## config.mk

```make
export PLATFORM = sky130hd
export DESIGN_NAME = cpu_mul_neg_stack_ops
export DESIGN_NICKNAME = d
export VERILOG_FILES = /design/src/hw/cpu_ops_pkg.sv /design/src/hw/cpu_mul_neg_stack_ops.sv /design/src/hw/return_stack_mem.sv
export SDC_FILE = /design/constraint.sdc
export NUM_CORES = 1
export LEC_CHECK = 0
export ABC_AREA = 1
export BUFFER_PORTS_ARGS = -buffer_cell sky130_fd_sc_hd__buf_4
export CORE_AREA = 2 2 330 463
export DETAILED_ROUTE_END_ITERATION = 6
export DIE_AREA = 0 0 332 465
export SLEW_MARGIN = 20
export SYNTH_ARGS = -nofsm -noshare
export SYNTH_HDL_FRONTEND = slang
export SYNTH_SLANG_ARGS = --single-unit
```

## constraint.sdc

```tcl
create_clock -name clk -period 4.95 [get_ports clk]
set_input_delay 0.2475 -clock clk [delete_from_list [all_inputs] [get_ports clk]]
set_output_delay 0.2475 -clock clk [all_outputs]
set_load 0.005 [all_outputs]
```

## src/hw/cpu_ops_pkg.sv

```systemverilog
// Shared types and constants for the multiply, negate and stack instruction group
package cpu_ops_pkg;

  // Instruction word patterns
  localparam logic [6:0]  OPC_STORE_HI   = 7'h37;   // 0110 111a
  localparam logic [6:0]  OPC_NEG_HI     = 7'h36;   // 0110 110a
  localparam logic [6:0]  OPC_MULF_HI    = 7'h01;   // 0000 001a
  localparam logic [7:0]  OPC_MULL_HI    = 8'h0d;   // 0000 1101
  localparam logic [15:0] OPC_POP        = 16'h0006;
  localparam logic [15:0] OPC_PUSH       = 16'h0005;
  localparam logic [15:0] OPC_NOP        = 16'h0000;
  localparam logic [3:0]  OPC_NOP_ALT    = 4'hf;

  // Addressing
  localparam logic [7:0]  INDEXED_LIMIT  = 8'h5f;   // Offsets 0..95 are indexed
  localparam logic [7:0]  ACCESS_SPLIT   = 8'h80;   // Access bank split, legacy set
  localparam logic [7:0]  ACCESS_SPLIT_X = 8'h60;   // Access bank split, extended set
  localparam logic [3:0]  ACCESS_LO_BANK = 4'h0;
  localparam logic [3:0]  ACCESS_HI_BANK = 4'hf;

  // Return stack
  localparam int          STACK_LEVELS   = 31;
  localparam logic [4:0]  STACK_FULL     = 5'h1f;
  localparam logic [4:0]  SP_RESET       = 5'h00;
  localparam logic [20:0] TOP_RESET      = 21'h000000;
  localparam logic [20:0] PC_STEP        = 21'h000002;

  // Reset values
  localparam logic [7:0]  PROD_RESET     = 8'h00;
  localparam logic [11:0] ADDR_RESET     = 12'h000;

  typedef enum logic [4:0] {
    PH_IDLE    = 5'b00001,
    PH_DECODE  = 5'b00010,
    PH_READ    = 5'b00100,
    PH_PROCESS = 5'b01000,
    PH_WRITE   = 5'b10000
  } phase_t;

  typedef enum logic [2:0] {
    OP_NOP   = 3'h0,
    OP_STORE = 3'h1,
    OP_MULL  = 3'h2,
    OP_MULF  = 3'h3,
    OP_NEG   = 3'h4,
    OP_POP   = 3'h5,
    OP_PUSH  = 3'h6
  } op_t;

  typedef struct packed {
    logic neg;
    logic overflow_flag;
    logic carry;
    logic digit_carry_flag;
    logic zero;
  } flags_t;

  typedef struct packed {
    logic [11:0] addr;
    logic        rd;
    logic        wr;
    logic [7:0]  wdata;
  } file_port_t;

  typedef struct packed {
    phase_t      phase;
    op_t         op;
    logic [7:0]  lit;
    logic [7:0]  work;
    logic        indexed;
    file_port_t  file;
    logic [7:0]  product_high;
    logic [7:0]  product_low;
    flags_t      flags;
    logic        flags_wr;
    logic [20:0] push_val;
    logic [20:0] top_of_stack;
    logic [4:0]  sp;
    logic        stack_ovf;
    logic        stack_unf;
    logic        ready;
    logic        done;
  } state_t;

endpackage

```

## src/hw/cpu_mul_neg_stack_ops.sv

```systemverilog
// Execution unit for store, multiply, negate, no-op and return stack push/pop
`timescale 1ns/1ps
`default_nettype none
// Behaviour
// - Access bit 0 selects access bank; 1 uses bank select register.
// - Access bit 0 with extended set and operand <=95 uses indexed offset.
// - Store opcode copies working register into the selected file register.
// - Literal multiply: unsigned working register times literal, W unchanged.
// - Literal product goes high byte to product_high, low to product_low.
// - File multiply: unsigned working register times selected file register.
// - File multiply stores product pair; W and file register untouched.
// - Multiplies change no status flag, zero product included.
// - Negate replaces file register with inverted value plus one.
// - Negate result goes back to the same file location only.
// - Negate updates negative, overflow, carry, digit carry and zero flags.
// - Pop opcode discards top of stack; entry beneath becomes top.
// - Pop acts in third phase; second and fourth phases idle.
// - Push opcode puts program counter plus two on top of stack.
// - Push moves previous top one level down, still retrievable.
module cpu_mul_neg_stack_ops
  import cpu_ops_pkg::*;
(
  input  wire logic        clk,
  input  wire logic        rst,
  input  wire logic        instr_valid,
  input  wire logic [15:0] instr_word,
  input  wire logic [20:0] pc,
  input  wire logic [7:0]  work_reg,
  input  wire logic [7:0]  bank_select_register,
  input  wire logic [11:0] index_base,
  input  wire logic        ext_set_en,
  input  wire logic [7:0]  file_rdata,
  output logic             ready,
  output logic             done,
  output logic [11:0]      file_addr,
  output logic             file_rd,
  output logic             file_wr,
  output logic [7:0]       file_wdata,
  output logic             indexed_mode,
  output logic [7:0]       product_high,
  output logic [7:0]       product_low,
  output flags_t           flags,
  output logic             flags_wr,
  output logic [20:0]      top_of_stack,
  output logic [4:0]       stack_ptr,
  output logic             stack_overflow,
  output logic             stack_underflow
);

  state_t      st_ff;
  state_t      nxt_st;
  logic        stk_wr;
  logic [4:0]  stk_rd_addr;
  logic [20:0] stk_rd_data;
  logic [15:0] product;
  logic        take;

  function automatic op_t classify(input logic [15:0] w);
    op_t r;
    r = OP_NOP;
    if (w[15:9] == OPC_STORE_HI) begin
      r = OP_STORE;
    end else if (w[15:9] == OPC_NEG_HI) begin
      r = OP_NEG;
    end else if (w[15:9] == OPC_MULF_HI) begin
      r = OP_MULF;
    end else if (w[15:8] == OPC_MULL_HI) begin
      r = OP_MULL;
    end else if (w == OPC_POP) begin
      r = OP_POP;
    end else if (w == OPC_PUSH) begin
      r = OP_PUSH;
    end
    return r;
  endfunction

  function automatic logic [11:0] map_addr(input logic a, input logic [7:0] f,
                                           input logic [7:0] bank, input logic ext,
                                           input logic [11:0] base);
    logic [11:0] r;
    r = {bank[3:0], f};
    if (!a && ext && f <= INDEXED_LIMIT) begin
      r = base + {4'h0, f};
    end else if (!a) begin
      if (f < (ext ? ACCESS_SPLIT_X : ACCESS_SPLIT)) begin
        r = {ACCESS_LO_BANK, f};
      end else begin
        r = {ACCESS_HI_BANK, f};
      end
    end
    return r;
  endfunction

  function automatic flags_t neg_flags(input logic [7:0] v);
    flags_t  r;
    logic [7:0] n;
    n = (~v) + 8'h01;
    r.neg              = n[7];
    r.overflow_flag    = (v == 8'h80);
    r.carry            = (v == 8'h00);
    r.digit_carry_flag = (v[3:0] == 4'h0);
    r.zero             = (n == 8'h00);
    return r;
  endfunction

  assign take        = instr_valid && st_ff.ready;
  assign stk_wr      = (st_ff.phase == PH_READ) && (st_ff.op == OP_PUSH)
                       && (st_ff.sp != STACK_FULL);
  assign stk_rd_addr = st_ff.sp - 5'h01;

  always_comb begin
    product = 16'h0000;
    if (st_ff.op == OP_MULL) begin
      product = {8'h00, st_ff.work} * {8'h00, st_ff.lit};
    end else begin
      product = {8'h00, st_ff.work} * {8'h00, file_rdata};
    end
  end

  return_stack_mem u_stack (
    .clk     (clk),
    .wr_en   (stk_wr),
    .wr_addr (st_ff.sp),
    .wr_data (st_ff.top_of_stack),
    .rd_addr (stk_rd_addr),
    .rd_data (stk_rd_data)
  );

  always_comb begin
    nxt_st          = st_ff;
    nxt_st.done     = 1'b0;
    nxt_st.flags_wr = 1'b0;
    nxt_st.file.rd  = 1'b0;
    nxt_st.file.wr  = 1'b0;
    case (st_ff.phase)
      PH_IDLE, PH_WRITE: begin
        if (st_ff.phase == PH_WRITE) begin
          nxt_st.done = 1'b1;
        end
        if (take) begin
          nxt_st.phase     = PH_DECODE;
          nxt_st.op        = classify(instr_word);
          nxt_st.lit       = instr_word[7:0];
          nxt_st.work      = work_reg;
          nxt_st.push_val  = pc + PC_STEP;
          nxt_st.file.addr = map_addr(instr_word[8], instr_word[7:0],
                                      bank_select_register, ext_set_en, index_base);
          nxt_st.indexed   = !instr_word[8] && ext_set_en
                             && (instr_word[7:0] <= INDEXED_LIMIT);
          nxt_st.ready     = 1'b0;
        end else begin
          nxt_st.phase = PH_IDLE;
          nxt_st.ready = 1'b1;
        end
      end
      PH_DECODE: begin
        nxt_st.phase   = PH_READ;
        nxt_st.file.rd = (st_ff.op == OP_MULF) || (st_ff.op == OP_NEG);
      end
      PH_READ: begin
        nxt_st.phase = PH_PROCESS;
        if (st_ff.op == OP_PUSH) begin
          if (st_ff.sp != STACK_FULL) begin
            nxt_st.top_of_stack = st_ff.push_val;
            nxt_st.sp           = st_ff.sp + 5'h01;
          end else begin
            nxt_st.stack_ovf = 1'b1;
          end
        end
      end
      PH_PROCESS: begin
        nxt_st.phase = PH_WRITE;
        nxt_st.ready = 1'b1;
        case (st_ff.op)
          OP_STORE: begin
            nxt_st.file.wr    = 1'b1;
            nxt_st.file.wdata = st_ff.work;
          end
          OP_MULL, OP_MULF: begin
            nxt_st.product_high = product[15:8];
            nxt_st.product_low  = product[7:0];
          end
          OP_NEG: begin
            nxt_st.file.wr    = 1'b1;
            nxt_st.file.wdata = (~file_rdata) + 8'h01;
            nxt_st.flags      = neg_flags(file_rdata);
            nxt_st.flags_wr   = 1'b1;
          end
          OP_POP: begin
            if (st_ff.sp != SP_RESET) begin
              nxt_st.top_of_stack = stk_rd_data;
              nxt_st.sp           = st_ff.sp - 5'h01;
            end else begin
              nxt_st.top_of_stack = TOP_RESET;
              nxt_st.stack_unf    = 1'b1;
            end
          end
          default: begin
            nxt_st.phase = PH_WRITE;
          end
        endcase
      end
      default: begin
        nxt_st.phase = PH_IDLE;
        nxt_st.ready = 1'b1;
      end
    endcase
  end

  always_ff @(posedge clk or posedge rst) begin
    if (rst) begin
      st_ff <= '{phase: PH_IDLE, op: OP_NOP, lit: 8'h00, work: 8'h00, indexed: 1'b0,
                 file: '{addr: ADDR_RESET, rd: 1'b0, wr: 1'b0, wdata: 8'h00},
                 product_high: PROD_RESET, product_low: PROD_RESET,
                 flags: '0, flags_wr: 1'b0, push_val: TOP_RESET,
                 top_of_stack: TOP_RESET, sp: SP_RESET, stack_ovf: 1'b0,
                 stack_unf: 1'b0, ready: 1'b1, done: 1'b0};
    end else begin
      st_ff <= nxt_st;
    end
  end

  assign ready           = st_ff.ready;
  assign done            = st_ff.done;
  assign file_addr       = st_ff.file.addr;
  assign file_rd         = st_ff.file.rd;
  assign file_wr         = st_ff.file.wr;
  assign file_wdata      = st_ff.file.wdata;
  assign indexed_mode    = st_ff.indexed;
  assign product_high    = st_ff.product_high;
  assign product_low     = st_ff.product_low;
  assign flags           = st_ff.flags;
  assign flags_wr        = st_ff.flags_wr;
  assign top_of_stack    = st_ff.top_of_stack;
  assign stack_ptr       = st_ff.sp;
  assign stack_overflow  = st_ff.stack_ovf;
  assign stack_underflow = st_ff.stack_unf;

endmodule
`default_nettype wire

```

## src/hw/return_stack_mem.sv

```systemverilog
// Lower levels of the hardware return stack, registered read
`timescale 1ns/1ps
`default_nettype none
module return_stack_mem (
  input  wire logic        clk,
  input  wire logic        wr_en,
  input  wire logic [4:0]  wr_addr,
  input  wire logic [20:0] wr_data,
  input  wire logic [4:0]  rd_addr,
  output logic      [20:0] rd_data
);
  logic [20:0] mem [0:31];

  always_ff @(posedge clk) begin
    if (wr_en) begin
      mem[wr_addr] <= wr_data;
    end
    rd_data <= mem[rd_addr];
  end
endmodule
`default_nettype wire

```

; ---- Word level (Yosys, flattened, before mapping)
; Memories as Yosys holds them, arrays and structs flattened. A register that Yosys moved wholly into a read port is not among the register bits.
; Cells that the tools add are included.
[word_totals]
regBits = 120
mem_bits_rw = 672
input_bits = 77
output_inout_bits = 75
n_memories = 1
[memory_table]
columns = memory, words, width, read_ports, rd_ports_with_merged_regs, wr, line_no
row1 = u_stack.mem, 32, 21, 1, 1, 1, return_stack_mem.sv:12  ; logic [20:0] mem [0:31];
[classes]
addsub = 5
n_mul = 2
order_cmp = 2
eq_ne = 23
muxes = 31
bitwise = 3
reduce_logical = 24
[ops]
columns = operator, n
row1 = two-way mux 26 bit, 2
row2 = case mux 26 bit (2 select lines), 1
row3 = two-way mux 12 bit, 3
row4 = "equality test 16 x 3 -> 1 bit, second input constant", 2
row5 = multiplier 8 x 8 -> 16 bit, 2
row6 = two-way mux 16 bit, 2
row7 = two-way mux 31 bit, 1
row8 = two-way mux 27 bit, 1
row9 = "adder 21 x 2 -> 21 bit, second input constant", 1
row10 = two-way mux 21 bit, 1
row11 = case mux 5 bit (4 select lines), 1
row12 = two-way mux 3 bit, 6
row13 = case mux 9 bit (2 select lines), 1
row14 = logical NOT 8 bit, 2
row15 = "equality test 7 x 6 -> 1 bit, second input constant", 2
row16 = adder 12 x 8 -> 12 bit, 1
row17 = "equality test 3 bit, second input constant", 3
row18 = "adder 8 x 1 -> 8 bit, second input constant", 1
row19 = "equality test 8 x 4 -> 1 bit, second input constant", 1
row20 = "equality test 8 bit, second input constant", 1
row21 = "<= comparator 8 x 7 -> 1 bit, second input constant", 1
row22 = less-than comparator 8 bit, 1
row23 = two-way mux 8 bit, 1
row24 = inverter 8 bit, 1
row25 = other kinds (30), 51

; ---- Logic depth before layout (Yosys ltp)
[depth]
depth_word = 7
mapped_depth = 24

; ---- Modules after synthesis
; From an unflattened synthesis, not the netlist that was laid out.
[unflattened]
hier_cells = 4016
hier_area_um2 = 39411.5
[by_module_without_submodules]
columns = mod, n_inst, cells_each, area_each_um2
row1 = return_stack_mem, 1, 2338, 27567.7
row2 = cpu_mul_neg_stack_ops, 1, 1678, 11843.9

; ---- Worst setup path after synthesis
; Ideal clock, no wire load.
[synth_path]
path_type = register -> register
start = register st_ff[101] (netlist name)
end = register st_ff (netlist bit product_high[1])
setup_time_ns = 0.066
t_arrival_ns = 4.218
required_time_ns = 4.884
path_slack_ns = 0.667
path_stages_with_launch = 21
path_buffers = 2
period_less_slack_ns = 4.283
cell_sequence = dfrtp_1 -> clkbuf_1 -> clkbuf_1 -> nand2_1 -> fa_1 -> fa_1 -> inv_1 -> fa_1 -> inv_1 -> fa_1 -> inv_1 -> ha_1 -> nand2_1 -> inv_1 -> nand2_1 -> nand2_1 -> a21oi_1 -> or2_2 -> nand3_1 -> nand3_1 -> nand2_1
[synth_between]
elab_chain_len = 2
[synth_rtl]
columns = element, line_no
row1 = "start, declared", cpu_mul_neg_stack_ops.sv:50  ; state_t st_ff;
row2 = "start signal, assigned", cpu_mul_neg_stack_ops.sv:212  ; st_ff <= '{phase: PH_IDLE, op: OP_NOP, lit: 8'h00, work: 8'h00, indexed: 1'b0,
row3 = "start signal, assigned", cpu_mul_neg_stack_ops.sv:219  ; st_ff <= nxt_st;
row4 = multiplier 8 x 8 -> 16 bit (on tied branches), "cpu_mul_neg_stack_ops.sv:116, cpu_mul_neg_stack_ops.sv:114"
row5 = two-way mux 16 bit (*), cpu_mul_neg_stack_ops.sv:113  ; if (st_ff.op == OP_MULL) begin
; Every way passes the cells marked *; elsewhere a longest branch is shown, timed or not.
; A chain may end at the register's enable or synchronous reset.

; ---- Final worst setup path
[layout_path]
start = register st_ff[100] (netlist name)
end = register st_ff (netlist bit product_high[1])
; The elaborated chain is that of the path after synthesis.

==> impl_metrics.yaml <==
clock_tree:
  cts_tree: "yes"
  htreeDepth: 3
  post_cts_buffers: 0
  clockRootBuffer: "clkbuf_16"
  clock-sinks: 813
  clk_path_buf_depth: 3
  worstSkewPairLatency_ns: 0.69
  clk_pin_slew_ns: 0.06
  cts_buffers: 80
  cts_resized: 0
  ctsHoldBuffers: 49
global_route:
  grt_pass1_wl_mm: 158
  antenna_found_initial: 5
  grtUsageMet1_pct: 15.7
  grt.total_usage_pct: 12.9
  use_met3_pct: 2.26
  met2_usage_pct: 22.7
  first_global_vias: 26700
  overflow: 0
  grt-busiest-layer: "met2"
  grt_max_degree: 178
floorplanning:
  dieHeight_um: 465
  io-pin-count: 152
  die_area_um2: 154000
  initial_core_util_pct: 25.8
  die_x_um: 332
  coreArea_um2: 151000
  rows: 169
timing:
  max_slew_margin_pct: 23.3
  max_freq_mhz: 229
  hold_viol_final: 0
  min_period_over_period_pct: 88.3
  rsz0062_at_grt: "no"
  slew_violations: 0
  finalSetupViolations: 0
  clock_skew_ns: 0.0504
  fin_crit_ns: 4.37
  finalSetupTns_ns: 0
  holdWs_ns: 0.0549
  worst_pin_slew_ns: 1.15
critical_path:
  crit_type: "register to register"
  cp.required_ns: 5.54
  cp_common_cell: "nand2_1"
  reg2reg_slack_ns: 0.58
  rr_startpoint: "st_ff[100]$_DFFE_PP0P_"
  critical_path.max_stage_delay_ns: 0.56
  critPathMaxFanout: 9
  endpoint_kind: "register"
  worstReg2RegEnd: "product_high[1]$_DFFE_PP0P_"
  crit_slowest_cell: "fa_1"
  worstSetupStartpointType: "register"
  reg2reg_depth: 19
  cp_num_buf_inv: 5
  cp.arrival_ns: 4.96
  worst_path_dominant_cell_family: "adder cells"
  cp_cell_sequence: "buf_4 > nand2_1 > fa_1 > fa_1 > inv_1 > fa_1 > inv_1 > fa_1 > inv_1 > ha_1 > nand2_1 > inv_1 > nand2_1 > nand2_1 > a21oi_1 > or2_2 > nand3_1 > nand3_1 > nand2_1"
detailed_routing:
  drcViolationCount: 0
  num_vias: 26800
  viasPerCell: 4.57
  ant_nets: 0
  first_iter_violations: 1950
  first_pass_iters: 6
  wl_per_cell_um: 17.2
  routed_wl_mm: 101
synthesis:
  yosys.area.top_type: "edfxtp_1"
  yosys-top-cells-area: "edfxtp_1, dfrtp_1, nor2_1"
  synth-seq-cells: 813
  syn_area_per_cell_um2: 10.4
  netlist_instances: 3747
  synth_edf_count: 672
  netlist.area_leader.share_pct: 51.9
  synth_warnings: 0
  seq_area_frac_synth_pct: 60.7
  synth_cell_type_count: 44
  synth_area_um2: 38900
  synthesis.nets: 3987
  synth_most_common_cell: "edfxtp_1"
  ys_top_cells_by_count: "edfxtp_1, nor2_1, nand2_1"
  synth-async-reset-ratio_pct: 14.8
  synthFlopType: "edfxtp_1"
hold_path:
  min_from: "instr_word[9]"
  hold_depth: 5
  hold_path_class: "primary input to register"
  holdPathEnd: "st_ff[112]$_DFFE_PP0P_"
power:
  p_total_uw: 23900
  p_leak_uw: 0.0177
  powerDensity_nw_per_um2: 532
  ir_worst_vdd_v: 0.000301
placement:
  port_buffers: 147
  gp_congestion: 0.879
  placed_cells: 5663
  postPlaceCellArea_um2: 41800
  hpwl_mm: 64.7
cells_and_area:
  stdcell_count: 5864
  drive_above_1_share_pct: 10.4
  nNetsFinal: 4068
  area_delta_synth_final_pct: 15.6
  stdcell_area_um2: 45000
status:
  status: "finished clean"
job:
  drv_cap: 0
-- how the worst max path moves through the flow --
stage	cells after the start	startpoint	endpoint	slack (ns)
6_report	19	st_ff[100]$_DFFE_PP0P_	product_high[1]$_DFFE_PP0P_	0.58
3_5_place_dp	19	st_ff[102]$_DFFE_PP0P_	product_high[5]$_DFFE_PP0P_	0.58
4_1_cts	19	st_ff[102]$_DFFE_PP0P_	product_high[5]$_DFFE_PP0P_	0.53
5_1_grt	19	st_ff[102]$_DFFE_PP0P_	product_high[5]$_DFFE_PP0P_	0.22
2_1_floorplan	20	st_ff[101]$_DFFE_PP0P_	product_high[1]$_DFFE_PP0P_	0.67
3_3_place_gp	19	st_ff[98]$_DFFE_PP0P_	product_high[2]$_DFFE_PP0P_	0.56
-- per-stage QoR --
| step | utilization, % | setup slack, ns |
|---|---|---|
| floorplan | - | 0.667 |
| global placement | 27.7 | 0.564 |
| detailed placement | 27.7 | 0.578 |
| CTS | 29.9 | 0.529 |
| global route | 29.9 | 0.223 |
| finish | 29.9 | 0.579 |
-- power by group --
part	leakage, uW	internal, uW	switching, uW
logic	0.00874	3010	5280
registers	0.00766	8570	808
clock network	0.00130	3510	2730
-- cell families after synthesis --
family,share of synthesized area [%]
AO/OA/AOI/OAI,10.0
XOR/XNOR,0.763
adder cells (fa/ha/maj),6.66
AND/OR/NAND/NOR,15.0
flip-flops,60.7
buffers and inverters,6.88
-- layout by cell type, fill, tap and decap left out, types with 24 or more instances in the layout --
| cell type | Yosys | final |
|---|---|---|
| a21oi_1 | 48 | 48 |
| buf_4 | 88 | 211 |
| clkbuf_16 | 0 | 81 |
| dfrtp_1 | 118 | 107 |
| dlygate4sd3_1 | 0 | 49 |
| edfxtp_1 | 672 | 672 |
| fa_1 | 73 | 73 |
| ha_1 | 90 | 89 |
| inv_1 | 324 | 323 |
| nand2_1 | 620 | 620 |
| nand3_1 | 144 | 144 |
| nand4_1 | 24 | 24 |
| nor2_1 | 637 | 605 |
| nor2_2 | 1 | 32 |
| o211ai_1 | 171 | 171 |
| o21ai_0 | 398 | 398 |
| o21ai_1 | 26 | 26 |
-- tightest hold or removal path: stages --
cell and delay (ns):
buf_4 0.09, nand4_1 0.08, nand3_1 0.10, nand2_1 0.07, o21ai_0 0.08
-- state kept, by name (all words and copies together) (netlist names), 5 cells and up --
signal           count
flags                5
top_of_stack        21
product_high         8
product_low          8
st_ff               45
u_stack.rd_data     21
file_wdata           8
u_stack.mem        672
file_addr           12
stack_ptr            5
-- final cells by class --
cell class,count,area [um^2]
inverter,332,1260
clock buffer,107,2170
multi-input combinational,2335,12700
clock inverter,42,513
tap,1966,2460
timing repair buffer,266,2190
fill,15400,106000
sequential,813,23600
antenna,3,7.51
-- routing by layer --
metal / up-vias / routed length (um)
met5: - / 15
met4: 2 / 3430
met3: 188 / 5550
met2: 742 / 50400
met1: 13100 / 41500
li1: 12800 / -
(Power assumes the default switching activity.)
